### src/verilog/timer_map.svh
`ifndef TIMER_MAP_SVH
`define TIMER_MAP_SVH

// ----------------------------------------
// register offsets (byte addresses)
// ----------------------------------------
`define TMR_CTRL_OFS      12'h000
`define TMR_PERIOD_OFS    12'h004
`define TMR_COMPARE_OFS   12'h008
`define TMR_CAPTURE_OFS   12'h00c
`define TMR_COUNT_OFS     12'h010
`define TMR_STATUS_OFS    12'h014
`define TMR_DEADBAND_OFS  12'h018
`define TMR_CLKDIV_OFS    12'h01c

// ----------------------------------------
// control register field positions
// ----------------------------------------
`define CTRL_START_BIT    0
`define CTRL_MODE_LSB     1
`define CTRL_REL_LSB      3
`define CTRL_TCSEL_BIT    6
`define CTRL_IRQEN_LSB    7
`define CTRL_CLKSEL_LSB   10
`define CTRL_WIDTH        12

// ----------------------------------------
// reset values
// ----------------------------------------
`define CTRL_RST          12'h000
`define PERIOD_RST        16'hffff
`define COMPARE_RST       16'h8000
`define DEADBAND_RST      8'h00
`define CLKDIV_RST        16'h0000

`endif

### src/verilog/timer_pkg.sv
package timer_pkg;

  // counting modes
  typedef enum logic [1:0] {
    MODE_FREE    = 2'h0,
    MODE_ONESHOT = 2'h1,
    MODE_GATED   = 2'h2
  } mode_type;

  // compare relations between count and compare value
  typedef enum logic [2:0] {
    REL_LT  = 3'h0,
    REL_LTE = 3'h1,
    REL_EQ  = 3'h2,
    REL_GTE = 3'h3,
    REL_GT  = 3'h4
  } rel_type;

  // counting clock sources
  typedef enum logic [1:0] {
    SRC_SYS  = 2'h0,
    SRC_DIV  = 2'h1,
    SRC_EXT0 = 2'h2,
    SRC_EXT1 = 2'h3
  } clk_src_type;

  // counter run state, one-hot
  typedef enum logic [2:0] {
    ST_IDLE = 3'b001,
    ST_RUN  = 3'b010,
    ST_DONE = 3'b100
  } state_type;

  // control register layout
  typedef struct packed {
    clk_src_type clk_sel;
    logic [2:0]  irq_en;    // {capture, compare, terminal count}
    logic        tc_is_ncmp;
    rel_type     rel;
    mode_type    mode;
    logic        start;
  } ctrl_type;

  // block events
  typedef struct packed {
    logic cap;
    logic cmp;
    logic tc;
  } event_type;

endpackage

### src/verilog/timer_counter_pwm16.sv
// Notes on behaviour
// - sixteen-bit counter, counts down only
// - compare output uses selectable relation
// - period loads on start, reset, terminal count except in one-shot
// - interrupt on tc, compare or capture
// - capture input stores full current count
// - gated mode decrements only while enabled
// - one-shot stops at end of period
// - free-run reloads and continues forever
// - complementary pwm pair with deadband
// - kill forces pwm outputs inactive
// - tc output may carry inverted compare
// - counting clock chosen from several sources
`timescale 1ns/1ns
`include "timer_map.svh"

module timer_counter_pwm16 #(
  parameter int CNT_W = 16,
  parameter int DB_W  = 8
) (
  // clock and reset
  input  wire logic        i_clk,
  input  wire logic        i_arst_n,
  // apb slave
  input  wire logic        i_psel,
  input  wire logic        i_penable,
  input  wire logic        i_pwrite,
  input  wire logic [11:0] i_paddr,
  input  wire logic [31:0] i_pwdata,
  output logic      [31:0] o_prdata,
  output logic             o_pready,
  output logic             o_pslverr,
  // routed control inputs
  input  wire logic        i_enable,
  input  wire logic        i_tmr_reset,
  input  wire logic        i_capture,
  input  wire logic        i_kill,
  input  wire logic        i_ext_clk0,
  input  wire logic        i_ext_clk1,
  // routed outputs
  output logic             o_cmp,
  output logic             o_tc,
  output logic             o_pwm_hi,
  output logic             o_pwm_lo,
  output logic             o_irq
);

  // ----------------------------------------
  // registers
  // ----------------------------------------
  timer_pkg::ctrl_type  ctrl_reg;
  timer_pkg::state_type state_reg;
  timer_pkg::state_type state_next;
  timer_pkg::event_type evt;
  logic [CNT_W-1:0]     period_reg;
  logic [CNT_W-1:0]     compare_reg;
  logic [CNT_W-1:0]     capture_reg;
  logic [CNT_W-1:0]     count_reg;
  logic [CNT_W-1:0]     count_next;
  logic [DB_W-1:0]      dead_reg;
  logic [15:0]          clkdiv_reg;
  logic                 start_prev_reg;
  logic                 cap_prev_reg;

  // ----------------------------------------
  // bus decode
  // ----------------------------------------
  logic        setup_ph;
  logic        wr_done;
  logic        read_ph;
  logic        sel_ctrl;
  logic        sel_period;
  logic        sel_compare;
  logic        sel_capture;
  logic        sel_count;
  logic        sel_status;
  logic        sel_dead;
  logic        sel_clkdiv;
  logic        mapped;
  logic [31:0] rdata_mux;

  // no wait state: pready rises the cycle after setup
  // pslverr flags unmapped offsets; writes to read-only places drop silently
  assign setup_ph    = i_psel & ~i_penable;
  assign read_ph     = setup_ph & ~i_pwrite;
  assign wr_done     = i_psel & i_penable & o_pready & i_pwrite;
  assign sel_ctrl    = (i_paddr == `TMR_CTRL_OFS);
  assign sel_period  = (i_paddr == `TMR_PERIOD_OFS);
  assign sel_compare = (i_paddr == `TMR_COMPARE_OFS);
  assign sel_capture = (i_paddr == `TMR_CAPTURE_OFS);
  assign sel_count   = (i_paddr == `TMR_COUNT_OFS);
  assign sel_status  = (i_paddr == `TMR_STATUS_OFS);
  assign sel_dead    = (i_paddr == `TMR_DEADBAND_OFS);
  assign sel_clkdiv  = (i_paddr == `TMR_CLKDIV_OFS);
  assign mapped      = sel_ctrl | sel_period | sel_compare | sel_capture
                     | sel_count | sel_status | sel_dead | sel_clkdiv;

  // ----------------------------------------
  // counting enable
  // ----------------------------------------
  logic tick;
  logic count_ok;
  logic running;
  logic start_rise;
  logic cmp_true;
  logic tc_hit;

  // source selection and divider
  clk_src_sel #(
    .DIV_W (16)
  ) u_clk_src (
    .i_clk    (i_clk),
    .i_arst_n (i_arst_n),
    .i_sel    (ctrl_reg.clk_sel),
    .i_div    (clkdiv_reg),
    .i_ext0   (i_ext_clk0),
    .i_ext1   (i_ext_clk1),
    .o_tick   (tick)
  );

  // gated mode counts only while the enable input is high
  assign count_ok = tick & ((ctrl_reg.mode != timer_pkg::MODE_GATED)
                  | i_enable);
  assign running    = (state_reg == timer_pkg::ST_RUN);
  assign start_rise = ctrl_reg.start & ~start_prev_reg;
  assign tc_hit     = running & count_ok & (count_reg == '0);

  // ----------------------------------------
  // run state
  // ----------------------------------------
  always_comb
  begin
    state_next = state_reg;
    unique case (state_reg)
      timer_pkg::ST_IDLE:
        if (start_rise)
          state_next = timer_pkg::ST_RUN;
      timer_pkg::ST_RUN:
        if (!ctrl_reg.start)
          state_next = timer_pkg::ST_IDLE;
        else if (tc_hit && ctrl_reg.mode == timer_pkg::MODE_ONESHOT)
          state_next = timer_pkg::ST_DONE;
      timer_pkg::ST_DONE:
        if (!ctrl_reg.start)
          state_next = timer_pkg::ST_IDLE;
        else if (i_tmr_reset)
          state_next = timer_pkg::ST_RUN;
    endcase
  end

  // ----------------------------------------
  // counter
  // ----------------------------------------
  // reload has priority; a one-shot holds zero once finished
  // a start write while already running keeps the period going; firmware
  // must clear start first to restart from a fresh reload
  always_comb
  begin
    count_next = count_reg;
    if (start_rise || i_tmr_reset)
      count_next = period_reg;
    else if (tc_hit && ctrl_reg.mode != timer_pkg::MODE_ONESHOT)
      count_next = period_reg;
    else if (running && count_ok && count_reg != '0)
      count_next = count_reg - 1'b1;
  end

  always_ff @(posedge i_clk or negedge i_arst_n)
  begin
    if (!i_arst_n)
    begin
      state_reg      <= timer_pkg::ST_IDLE;
      count_reg      <= '0;
      start_prev_reg <= 1'b0;
    end
    else
    begin
      state_reg      <= state_next;
      count_reg      <= count_next;
      start_prev_reg <= ctrl_reg.start;
    end
  end

  // ----------------------------------------
  // compare and capture
  // ----------------------------------------
  // unused relation codes never match
  always_comb
  begin
    unique case (ctrl_reg.rel)
      timer_pkg::REL_LT:  cmp_true = count_reg <  compare_reg;
      timer_pkg::REL_LTE: cmp_true = count_reg <= compare_reg;
      timer_pkg::REL_EQ:  cmp_true = count_reg == compare_reg;
      timer_pkg::REL_GTE: cmp_true = count_reg >= compare_reg;
      timer_pkg::REL_GT:  cmp_true = count_reg >  compare_reg;
      default:            cmp_true = 1'b0;
    endcase
  end

  assign evt.tc  = tc_hit;
  assign evt.cmp = running & cmp_true;
  assign evt.cap = i_capture & ~cap_prev_reg;

  // capture takes the count as it stands before this edge
  always_ff @(posedge i_clk or negedge i_arst_n)
  begin
    if (!i_arst_n)
    begin
      capture_reg  <= '0;
      cap_prev_reg <= 1'b0;
    end
    else
    begin
      cap_prev_reg <= i_capture;
      if (evt.cap)
        capture_reg <= count_reg;
    end
  end

  // ----------------------------------------
  // outputs
  // ----------------------------------------
  logic db_hi;
  logic db_lo;
  logic cmp_gated;
  logic tc_level;
  logic pwm_hi_gated;
  logic pwm_lo_gated;
  logic irq_any;

  // complementary pair from the compare level; it takes the unkilled level
  // so a kill pulse does not restart the dead time
  deadband_gen #(
    .DB_W (DB_W)
  ) u_deadband (
    .i_clk    (i_clk),
    .i_arst_n (i_arst_n),
    .i_pwm    (evt.cmp),
    .i_dead   (dead_reg),
    .o_hi     (db_hi),
    .o_lo     (db_lo)
  );

  // kill acts after the deadband so it takes hold in one cycle
  assign cmp_gated    = evt.cmp & ~i_kill;
  assign tc_level     = ctrl_reg.tc_is_ncmp ? ~cmp_gated : evt.tc;
  assign pwm_hi_gated = db_hi & ~i_kill;
  assign pwm_lo_gated = db_lo & ~i_kill;
  // a compare interrupt is a level for as long as the match holds
  assign irq_any      = |(ctrl_reg.irq_en & evt);

  // output flops
  always_ff @(posedge i_clk or negedge i_arst_n)
  begin
    if (!i_arst_n)
    begin
      o_cmp    <= 1'b0;
      o_tc     <= 1'b0;
      o_pwm_hi <= 1'b0;
      o_pwm_lo <= 1'b0;
      o_irq    <= 1'b0;
    end
    else
    begin
      o_cmp    <= cmp_gated;
      o_tc     <= tc_level;
      o_pwm_hi <= pwm_hi_gated;
      o_pwm_lo <= pwm_lo_gated;
      o_irq    <= irq_any;
    end
  end

  // ----------------------------------------
  // register file
  // ----------------------------------------
  // the count read path only samples, never writes back
  always_comb
  begin
    rdata_mux = 32'h0000_0000;
    if (sel_ctrl)
      rdata_mux[`CTRL_WIDTH-1:0] = ctrl_reg;
    if (sel_period)
      rdata_mux[CNT_W-1:0] = period_reg;
    if (sel_compare)
      rdata_mux[CNT_W-1:0] = compare_reg;
    if (sel_capture)
      rdata_mux[CNT_W-1:0] = capture_reg;
    if (sel_count)
      rdata_mux[CNT_W-1:0] = count_reg;
    if (sel_status)
      rdata_mux[5:0] = {state_reg, evt};
    if (sel_dead)
      rdata_mux[DB_W-1:0] = dead_reg;
    if (sel_clkdiv)
      rdata_mux[15:0] = clkdiv_reg;
  end

  // apb answer path
  always_ff @(posedge i_clk or negedge i_arst_n)
  begin
    if (!i_arst_n)
    begin
      o_pready  <= 1'b0;
      o_pslverr <= 1'b0;
      o_prdata  <= 32'h0000_0000;
    end
    else
    begin
      o_pready  <= setup_ph;
      o_pslverr <= setup_ph & ~mapped;
      o_prdata  <= read_ph ? rdata_mux : 32'h0000_0000;
    end
  end

  // writable registers; unmapped writes are dropped
  always_ff @(posedge i_clk or negedge i_arst_n)
  begin
    if (!i_arst_n)
    begin
      ctrl_reg    <= `CTRL_RST;
      period_reg  <= `PERIOD_RST;
      compare_reg <= `COMPARE_RST;
      dead_reg    <= `DEADBAND_RST;
      clkdiv_reg  <= `CLKDIV_RST;
    end
    else if (wr_done)
    begin
      if (sel_ctrl)
        ctrl_reg <= timer_pkg::ctrl_type'(i_pwdata[`CTRL_WIDTH-1:0]);
      if (sel_period)
        period_reg <= i_pwdata[CNT_W-1:0];
      if (sel_compare)
        compare_reg <= i_pwdata[CNT_W-1:0];
      if (sel_dead)
        dead_reg <= i_pwdata[DB_W-1:0];
      if (sel_clkdiv)
        clkdiv_reg <= i_pwdata[15:0];
    end
  end

endmodule

### src/verilog/clk_src_sel.sv
`timescale 1ns/1ns
`include "timer_map.svh"

module clk_src_sel #(
  parameter int DIV_W = 16
) (
  // clock and reset
  input  wire logic                 i_clk,
  input  wire logic                 i_arst_n,
  // selection
  input  wire timer_pkg::clk_src_type i_sel,
  input  wire logic [DIV_W-1:0]     i_div,
  // routed clock sources, synchronous to i_clk
  input  wire logic                 i_ext0,
  input  wire logic                 i_ext1,
  // one-cycle counting enable
  output logic                      o_tick
);

  logic [DIV_W-1:0] div_reg;
  logic             ext0_reg;
  logic             ext1_reg;
  logic             div_wrap;
  logic             tick_next;

  // divider wraps after i_div + 1 cycles
  assign div_wrap = (div_reg >= i_div);

  // the routed sources count on their rising edge only
  always_comb
  begin
    unique case (i_sel)
      timer_pkg::SRC_SYS:  tick_next = 1'b1;
      timer_pkg::SRC_DIV:  tick_next = div_wrap;
      timer_pkg::SRC_EXT0: tick_next = i_ext0 & ~ext0_reg;
      timer_pkg::SRC_EXT1: tick_next = i_ext1 & ~ext1_reg;
    endcase
  end

  // divider and edge history
  always_ff @(posedge i_clk or negedge i_arst_n)
  begin
    if (!i_arst_n)
    begin
      div_reg  <= '0;
      ext0_reg <= 1'b0;
      ext1_reg <= 1'b0;
      o_tick   <= 1'b0;
    end
    else
    begin
      div_reg  <= div_wrap ? '0 : div_reg + 1'b1;
      ext0_reg <= i_ext0;
      ext1_reg <= i_ext1;
      o_tick   <= tick_next;
    end
  end

endmodule

### src/verilog/deadband_gen.sv
`timescale 1ns/1ns

module deadband_gen #(
  parameter int DB_W = 8
) (
  // clock and reset
  input  wire logic            i_clk,
  input  wire logic            i_arst_n,
  // pwm level and dead time in clock cycles
  input  wire logic            i_pwm,
  input  wire logic [DB_W-1:0] i_dead,
  // complementary pair
  output logic                 o_hi,
  output logic                 o_lo
);

  logic            prev_reg;
  logic [DB_W-1:0] cnt_reg;
  logic            edge_seen;

  assign edge_seen = (i_pwm != prev_reg);

  // on each transition both sides go inactive for the dead time plus one cycle,
  // so the pair never overlaps even with a zero setting
  always_ff @(posedge i_clk or negedge i_arst_n)
  begin
    if (!i_arst_n)
    begin
      prev_reg <= 1'b0;
      cnt_reg  <= '0;
      o_hi     <= 1'b0;
      o_lo     <= 1'b0;
    end
    else if (edge_seen)
    begin
      prev_reg <= i_pwm;
      cnt_reg  <= i_dead;
      o_hi     <= 1'b0;
      o_lo     <= 1'b0;
    end
    else if (cnt_reg != '0)
      cnt_reg <= cnt_reg - 1'b1;
    else
    begin
      o_hi <= prev_reg;
      o_lo <= ~prev_reg;
    end
  end

endmodule

### config.mk
export PLATFORM = sky130hd
export DESIGN_NAME = timer_counter_pwm16
export DESIGN_NICKNAME = d
export VERILOG_FILES = /design/src/verilog/timer_pkg.sv /design/src/verilog/timer_counter_pwm16.sv /design/src/verilog/clk_src_sel.sv /design/src/verilog/deadband_gen.sv
export VERILOG_INCLUDE_DIRS = /design/src /design/src/verilog
export SDC_FILE = /design/constraint.sdc
export NUM_CORES = 1
export LEC_CHECK = 0
export ABC_CLOCK_PERIOD_IN_PS = 2800
export BUFFER_PORTS_ARGS = -buffer_cell sky130_fd_sc_hd__buf_4
export CAP_MARGIN = 20
export CORE_ASPECT_RATIO = 0.9
export CORE_MARGIN = 3
export CORE_UTILIZATION = 45
export DETAILED_ROUTE_END_ITERATION = 7
export PLACE_DENSITY = 0.72
export SYNTH_ARGS = -nofsm -noshare
export SYNTH_HDL_FRONTEND = slang
export SYNTH_SLANG_ARGS = --single-unit
### constraint.sdc
create_clock -name i_clk -period 2.8 [get_ports i_clk]
set_input_delay 0.14 -clock i_clk [delete_from_list [all_inputs] [get_ports i_clk]]
set_output_delay 0.14 -clock i_clk [all_outputs]
set_load 0.005 [all_outputs]
=== Yosys cells after proc, flatten, opt, wreduce, memory -nomap -nowiden ===
Cells that the tools add are included.

* ROM bits: 0
* Memories: 0
* Flip-flop bits (word level): 158
* Latch bits: 0
* Bits in writable memories: 0
* Input bits: 55
* Output and inout port bits: 39
* Word-level logic and storage cells: 149

* Muxes and demuxes: 28
* $add $sub $neg: 3
* Shift operators: 0
* $lt $le $gt $ge: 5
* Multiply operators: 0
* Div/mod/pow operators: 0
* Equality and inequality tests: 26
* Reductions and logical operators: 20
* Bitwise operators: 36

{| class="wikitable"
|+ Operators by type and width
! cell !! number
|-
| $mux W16 || 10
|-
| $eq A12 B5 Y1 const B || 4
|-
| $ge A16 B16 Y1 || 2
|-
| $eq A12 B4 Y1 const B || 2
|-
| $mux W8 || 3
|-
| $and A1 B1 Y1 || 17
|-
| $add A16 B1 Y16 const B || 1
|-
| $eq A16 B16 Y1 || 1
|-
| $gt A16 B16 Y1 || 1
|-
| $le A16 B16 Y1 || 1
|-
| $logic_not A16 Y1 || 1
|-
| $lt A16 B16 Y1 || 1
|-
| $reduce_bool A16 Y1 || 1
|-
| $sub A16 B1 Y16 const B || 1
|-
| $mux W3 || 5
|-
| $eq A12 B3 Y1 const B || 1
|-
| $logic_not A12 Y1 || 1
|-
| $mux W12 || 1
|-
| $not A1 Y1 || 10
|-
| $reduce_and A2 Y1 || 5
|-
| $eq A3 B2 Y1 const B || 3
|-
| $pmux W3 S3 || 1
|-
| $or A1 B1 Y1 || 8
|-
| $reduce_bool A8 Y1 || 1
|-
| other kinds (23) || 36
|}

=== Logic depth before layout (Yosys ltp) ===
Gate-level depths: netlist (run 1).

* Depth in word-level cells: 10
* Mapped depth: 12
* Gate-level depth less buffers: 11

=== Hierarchy ===
A second synthesis (run 1) with hierarchy kept.

* Cell total of the unflattened synthesis: 800
* Area total of the unflattened synthesis: 8573.2 um^2

{| class="wikitable"
|+ Modules (own cells, without submodules)
! module !! seq. area each (um^2) !! cells each !! area each (um^2) !! instances
|-
| timer_counter_pwm16 || 3225.6 || 599 || 6601.3 || 1
|-
| clk_src_sel || 475.5 || 134 || 1282.5 || 1
|-
| deadband_gen || 275.3 || 67 || 689.4 || 1
|}

=== Worst setup path before layout (run 1) ===
No wires, ideal clock.

* Kind: reg2reg
* Start: reg compare_reg[15]
* End: reg u_deadband.o_hi
* Path buffers: 0
* Cell stages (with the launch flop): 12
* Path slack: -54 ps
* Library setup time: 125 ps
* Data required time: 2675 ps
* Data arrival time: 2729 ps
* Clock period less this slack: 2854 ps
* Path through: dfstp_2 inv_1 ha_1 nand4_1 nor4_1 nor4b_1 a31oi_1 nand2_1 inv_1 ha_1 nor2_1 mux2_2

{| class="wikitable"
|+ RTL lines
! what !! line !! source
|-
| start: declaration || timer_counter_pwm16.sv:56 || <nowiki>logic [CNT_W-1:0] compare_reg;</nowiki>
|-
| start signal: assignment || timer_counter_pwm16.sv:322 || <nowiki>compare_reg <= `COMPARE_RST;</nowiki>
|-
| start signal: assignment || timer_counter_pwm16.sv:333 || <nowiki>compare_reg <= i_pwdata[CNT_W-1:0];</nowiki>
|-
| end signal: assignment || deadband_gen.sv:45 || <nowiki>o_hi <= prev_reg;</nowiki>
|-
| end: declaration || deadband_gen.sv:13 || <nowiki>output logic o_hi,</nowiki>
|}

==> impl_metrics.toml, run 1 <==
[floorplanning]
rows = 46
io_pins = 94
initial_core_util = 0.467
core_area_um2 = 18000
die_y_um = 135
die_area_um2 = 20300
die_w_um = 150

[layout]
layout.nets = 1019
final_core_utilization = 0.570
antenna_cells = 0
area_delta_synth_final_pct = 22.1
stdcell_area_um2 = 10200
drive_gt1_frac = 0.278
fill_cells = 1502

[power]
p_leak_nw = 4.77
internal-power_mw = 4.93
clockPowerShare = 0.324
peakVddDrop_v = 0.000490
seq_power_share = 0.369
p_sw_mw = 2.31
swShare = 0.319
pwr-share-comb = 0.307
powerDensity_nw_per_um2 = 708

[grt]
use_met3 = 0.0485
gr-usage-all-layers = 0.233
grt-ovfl-total = 0
antenna_found_initial = 1
grt_pass1_wl_mm = 36.3
first_global_vias = 6589
grtUsageMet2 = 0.365
grt_start_max_net_pins = 74
gr-max-usage-layer = "met2"
use_met1 = 0.332

[timing]
rsz0062_at_grt = "yes"
setup_slack_ns = 0.0735
tightestPinTransition_ns = 0.815
fmax_mhz = 367
relSlewSlack = 0.452
hold_viol_final = 0
setup_viol = 0
period_needed_ns = 2.73
slew_viol_final = 0
fin_crit_sh = 0.974
clock_skew_ns = 0.00563

[placement]
postPlaceCellArea_um2 = 9300
hpwlAfterDp_mm = 16.7
io_buffer_count = 61
pre_cts_ws_ns = -0.0768
gp_congestion = 0.958

[routing]
drtIter0Drc = 624
drt-total-wl_mm = 22.9
drt_pass1_iterations = 7
num_vias = 6755
avgViaCountPerCell = 5.73
wl_per_cell_um = 19.4
ant_nets = 0
drc = 0

[synth]
ys.warnings.count = 0
synth_cells = 806
seq_area_frac_synth = 0.475
async_reset_ff_frac = 1.00
yosys_most_used_dff = "dfrtp_1"
avgSynthCellArea_um2 = 10.4
synth_cell_type_count = 68
netlist_area_um2 = 8380
synth-edff-count = 0
synth_seq_cells = 158

[critical_path]
worstSetupStartpointType = "flip-flop"
worstPathRequired_ns = 3.12
path_class = "reg2reg"
cp.arrival_ns = 3.04
cp_max_fo = 8
crit_path_end_kind = "flip-flop"

[status]
outcome = "finished clean"

[job]
drv_cap = 0

[hold_path]
worstHoldPathType = "in2reg"

[clock_tree]
clkLatencyLatePin_ns = 0.43
numCtsBuffers = 17
path_clk_slew_ns = 0.06
h-tree-depth = 4
root_buffer = "clkbuf_16"
cts_tree = "built"
cts_sinks = 158
clockBufferDepth = 2
==> final cells by class <==
class | instances | area, µm² | area share
Clock buffer | 20 | 467 | 0.0456
Timing Repair Buffer | 133 | 1070 | 0.105
Clock inverter | 12 | 135 | 0.0132
Sequential cell | 158 | 3980 | 0.389
Inverter | 41 | 154 | 0.0150
Multi-Input combinational cell | 575 | 4120 | 0.403
Tap cell | 240 | 300 | 0.0294
==> power by group through the flow <==
stage	registers, mW	clock network, mW	logic [mW]
6_report	2.67	2.35	2.23
5_1_grt	2.70	2.49	2.44
4_1_cts	2.66	2.39	1.99
3_5_place_dp	2.70	0	1.93
3_3_place_gp	2.69	0	1.92
2_1_floorplan	2.68	0	1.24
==> worst max-delay path: stages (launching register included) <==
cell and delay, ns:
dfstp_2 0.54, inv_2 0.04, ha_4 0.26, nand4_1 0.16, nor4_2 0.36, nor4b_4 0.24, a31oi_1 0.08, nand2_1 0.15
inv_2 0.06, ha_4 0.25, buf_6 0.13, buf_4 0.13, a22o_1 0.21
==> synth_stat cells (3+ instances only) <==
master / number / area share
o221ai_1: 3 / 0.0031
buf_6: 3 / 0.0040
or4_1: 5 / 0.0045
buf_4: 18 / 0.016
buf_2: 4 / 0.0024
a21oi_1: 40 / 0.024
and2_1: 4 / 0.0030
ha_1: 38 / 0.057
xnor2_1: 15 / 0.016
a222oi_1: 7 / 0.0084
nor3_1: 16 / 0.0096
a221o_1: 4 / 0.0048
o211ai_1: 4 / 0.0036
nand2_1: 71 / 0.032
or3_1: 9 / 0.0067
a31oi_1: 5 / 0.0037
mux2i_1: 8 / 0.0096
nor3b_1: 5 / 0.0045
a22oi_1: 6 / 0.0054
a221oi_1: 3 / 0.0031
nand4_1: 12 / 0.0090
o311ai_0: 6 / 0.0063
dfrtp_1: 140 / 0.42
o21ai_0: 49 / 0.029
nand3_1: 16 / 0.0096
nand2b_1: 14 / 0.010
o21ai_1: 3 / 0.0018
mux2_2: 71 / 0.095
and3_1: 8 / 0.0060
nor4_1: 11 / 0.0082
nor2_1: 59 / 0.026
nor2b_1: 8 / 0.0060
a211oi_1: 3 / 0.0027
inv_1: 41 / 0.018
clkbuf_1: 22 / 0.0099
a22o_1: 3 / 0.0031
dfstp_2: 18 / 0.056
or3b_2: 3 / 0.0031
xor2_1: 8 / 0.0084
mux4_2: 4 / 0.011
a21o_1: 7 / 0.0063
==> metrics by stage <==
step / hold WS, ns / instances / power [mW] / setup TNS (ns)
finish: 0.0391 / 1179 / 7.24 / 0
global placement: 0.194 / 1121 / 4.61 / 0
detailed placement: 0.206 / 1121 / 4.63 / -0.230
floorplan: -0.156 / 821 / 3.92 / 0
CTS: 0.0153 / 1175 / 7.04 / 0
global route: 0.0245 / 1179 / 7.62 / -0.142
==> path summary, 6_finish.rpt <==
path,startpoint,cells past startpoint,slack [ns],to
setup / recovery,compare_reg[15],12,0.07,u_deadband.cnt_reg[7]
hold reg to reg,capture_reg[1],2,0.47,capture_reg[1]
hold / removal,i_pwdata[0],2,0.04,compare_reg[0]
min in group asynchronous,i_arst_n,2,0.29,ctrl_reg[1]
setup reg to reg,compare_reg[15],12,0.07,u_deadband.cnt_reg[7]
max in group asynchronous,i_arst_n,3,1.56,period_reg[8]
==> kinds of logic after synthesis <==
group,after synthesis,share of synthesized area
and+or+nand+nor,255,0.154
AOI/OAI and AO/OA,159,0.123
DFF,158,0.475
buffers and inverters,88,0.0508
muxes,84,0.117
adders and majority gates,38,0.0568
xor gates and xnor gates,23,0.0240
other,1,0.000448
==> layout by cell type (no fill, tap or decap), types with 12 or more instances in the layout <==
cell	instances
nand2b_1	14
xnor2_1	15
dfstp_2	18
conb_1	16
inv_1	39
buf_4	108
ha_1	36
o21ai_0	48
clkbuf_16	17
a21oi_1	40
nor3_1	15
nand3_1	16
dfrtp_1	140
mux2_2	68
nor2_1	58
dlygate4sd3_1	22
nand2_1	71
nand4_1	12
==> repair_timing <==
item                                    in CTS  in global routing
buffers inserted                             0                  4
hold endpoints to repair                   119                  0
resized for setup                            2                 13
hold buffers                                22                  0
pin swaps                                    1                  6
endpoints found under the setup margin       6                 10
==> per-layer routing <==
metal  up-vias  wire, µm
met5         -        13
met4         2       416
met3        41      1590
met2       247     10700
met1      3348     10100
li1       3117         -
No activity file was read; power rests on OpenSTA's default activity.
==> run 2, diff against run 1 <==
--- a/config.mk
+++ b/config.mk
@@ -11,9 +11,10 @@
 export CAP_MARGIN = 20
 export CORE_ASPECT_RATIO = 0.9
 export CORE_MARGIN = 3
-export CORE_UTILIZATION = 45
+export CORE_UTILIZATION = 53
 export DETAILED_ROUTE_END_ITERATION = 7
-export PLACE_DENSITY = 0.72
+export GPL_TIMING_DRIVEN = 0
+export PLACE_DENSITY = 0.82
 export SYNTH_ARGS = -nofsm -noshare
 export SYNTH_HDL_FRONTEND = slang
 export SYNTH_SLANG_ARGS = --single-unit
==> run 2 against run 1 <==
  * Largest cell class unchanged
  * The flow now finishes with violations (setup timing)
  * Sequential power rose by 2%
  * Critical endpoint is now u_deadband.o_lo
  * Final cell count is 2.5% lower
  * Count of clock-buffer cells in the layout down 3
  * Sequential share of layout area fell by 0.071 points
  * First-iteration DRC count grew 29%
  * Critical path type unchanged
  * Via count is 5.3% higher
  * Wire length grew 3.9%
  * Flip-flop and latch count is the same
==> impl_metrics.toml, run 2 (synthesized netlist as in run 1, its figures left out) <==
[status]
outcome = "finished with violations"
violations = "setup timing"

[routing]
num_vias = 7110
avgViaCountPerCell = 6.19
drt-total-wl_mm = 23.8
wl_per_cell_um = 20.7
ant_nets = 0
drt_pass1_iterations = 7
drtIter0Drc = 802
drc = 0

[power]
peakVddDrop_v = 0.000578
p_leak_nw = 4.78
powerDensity_nw_per_um2 = 711

[timing]
setup_slack_ns = -0.00403
tightestPinTransition_ns = 1.02
relSlewSlack = 0.316
fmax_mhz = 357
clock_skew_ns = 0.00837
slew_viol_final = 0
rsz0062_at_grt = "yes"
fin_crit_sh = 1.00
hold_viol_final = 0
period_needed_ns = 2.80
setup_viol = 2

[floorplanning]
io_pins = 94
die_y_um = 125
rows = 42
initial_core_util = 0.556
core_area_um2 = 15100
die_area_um2 = 17400
die_w_um = 139

[layout]
area_delta_synth_final_pct = 22.6
layout_commonest_cell = "dfrtp_1"
final_cell_mix = "131 x dfrtp_1, 95 x buf_4, 70 x nand2_1, 69 x mux2_2, 58 x nor2_1"
antenna_cells = 0
layout.nets = 1032
drive_gt1_frac = 0.282
stdcell_area_um2 = 10300

[critical_path]
cp.arrival_ns = 3.12
worstSetupStartpointType = "flip-flop"
worstPathRequired_ns = 3.12
cp_max_fo = 5
crit_path_end_kind = "flip-flop"
crit_slowest_cell = "dfstp_2"
rr_startpoint = "compare_reg[15]"
cp-startpoint = "compare_reg[15]"
crit_chain = "inv_2 > ha_4 > nand4_1 > nor4_2 > nor4b_4 > a31oi_4 > nand2_2 > inv_2 > ha_4 > nor2_4 > mux2_4"
cpPeakStageDelay_ns = 0.55
path_class = "reg2reg"

[placement]
hpwlAfterDp_mm = 16.8
pre_cts_ws_ns = -0.637
postPlaceCellArea_um2 = 9170
gp_congestion = 0.969
io_buffer_count = 60

[clock_tree]
cts_tree = "built"
path_clk_slew_ns = 0.07
clkLatencyLatePin_ns = 0.43
root_buffer = "clkbuf_16"
numCtsBuffers = 17
cts_sinks = 158
clockBufferDepth = 2
h-tree-depth = 4

[job]
drv_cap = 0

[hold_path]
worstHoldPathType = "in2reg"
hold_start = "i_pwdata[3]"

[grt]
grt-ovfl-total = 0
grt_start_max_net_pins = 99
grt_pass1_wl_mm = 37.3
first_global_vias = 7114
gr-usage-all-layers = 0.269
antenna_found_initial = 0
run 2: path summary, 6_finish.rpt:
| check | to | slack [ns] | cells after the start |
|---|---|---|---|
| max in group asynchronous | period_reg[9] | 1.65 | 3 |
| min | compare_reg[3] | 0.02 | 2 |
| min reg2reg | capture_reg[1] | 0.50 | 2 |
| max reg2reg | u_deadband.o_lo | -0.004 | 11 |
| max | u_deadband.o_lo | -0.004 | 11 |
| min in group asynchronous | ctrl_reg[4] | 0.26 | 2 |
run 2: through the flow:
| stage | power [mW] | TNS (ns) | std cells | hold slack, ns | util |
|---|---|---|---|---|---|
| finish | 7.30 | -0.00598 | 1149 | 0.0231 | 0.681 |
| global route | 7.62 | -0.109 | 1149 | 0.0106 | 0.681 |
| CTS | 7.09 | 0 | 1134 | 0.00331 | 0.670 |
| detailed placement | 4.46 | -5.72 | 1080 | 0.151 | 0.608 |
| global placement | 4.40 | -4.63 | 1079 | 0.258 | 0.606 |
| floorplan | 3.92 | 0 | 821 | -0.156 | - |
run 2: critical path, delay by kind of cell, from the launching register on:
kind | cells | cell delay [ns]
mux | 1 | 0.32
simple gates | 5 | 1.12
flops | 1 | 0.55
fa+ha+maj | 2 | 0.52
compound gates | 1 | 0.07
buf+inv | 2 | 0.10
run 2: timing repair:
item | in CTS | in global routing
pin swaps | 5 | 10
gates resized for setup | 21 | 15
endpoints found under the hold margin | 99 | 0
setup buffers | 3 | 15
setup endpoints to repair | 19 | 22
hold buffers | 20 | 0
run 2: per-layer routing:
metal  global-route usage  up-vias  part of all wire
met1                0.357     3497              0.40
met5                    0        -                 0
met3               0.0745       95             0.095
li1                     -     3144                 -
met2                0.426      374              0.47
met4                0.105        0             0.038
run 2: power by group:
| part | switching (mW) | internal (mW) |
|---|---|---|
| logic | 1.19 | 0.995 |
| clock network | 1.03 | 1.35 |
| registers | 0.220 | 2.51 |
| total | 2.45 | 4.85 |
run 2: cell type report:
class                      instances  area [µm²]
sequential                       158        3990
inverter                          41         154
multi-input combinational        575        4190
clock buffer                      17         425
timing repair buffer              99         817
tap                              198         248
fill                            1053        4810
buffer                            47         275
clock inverter                    14         174
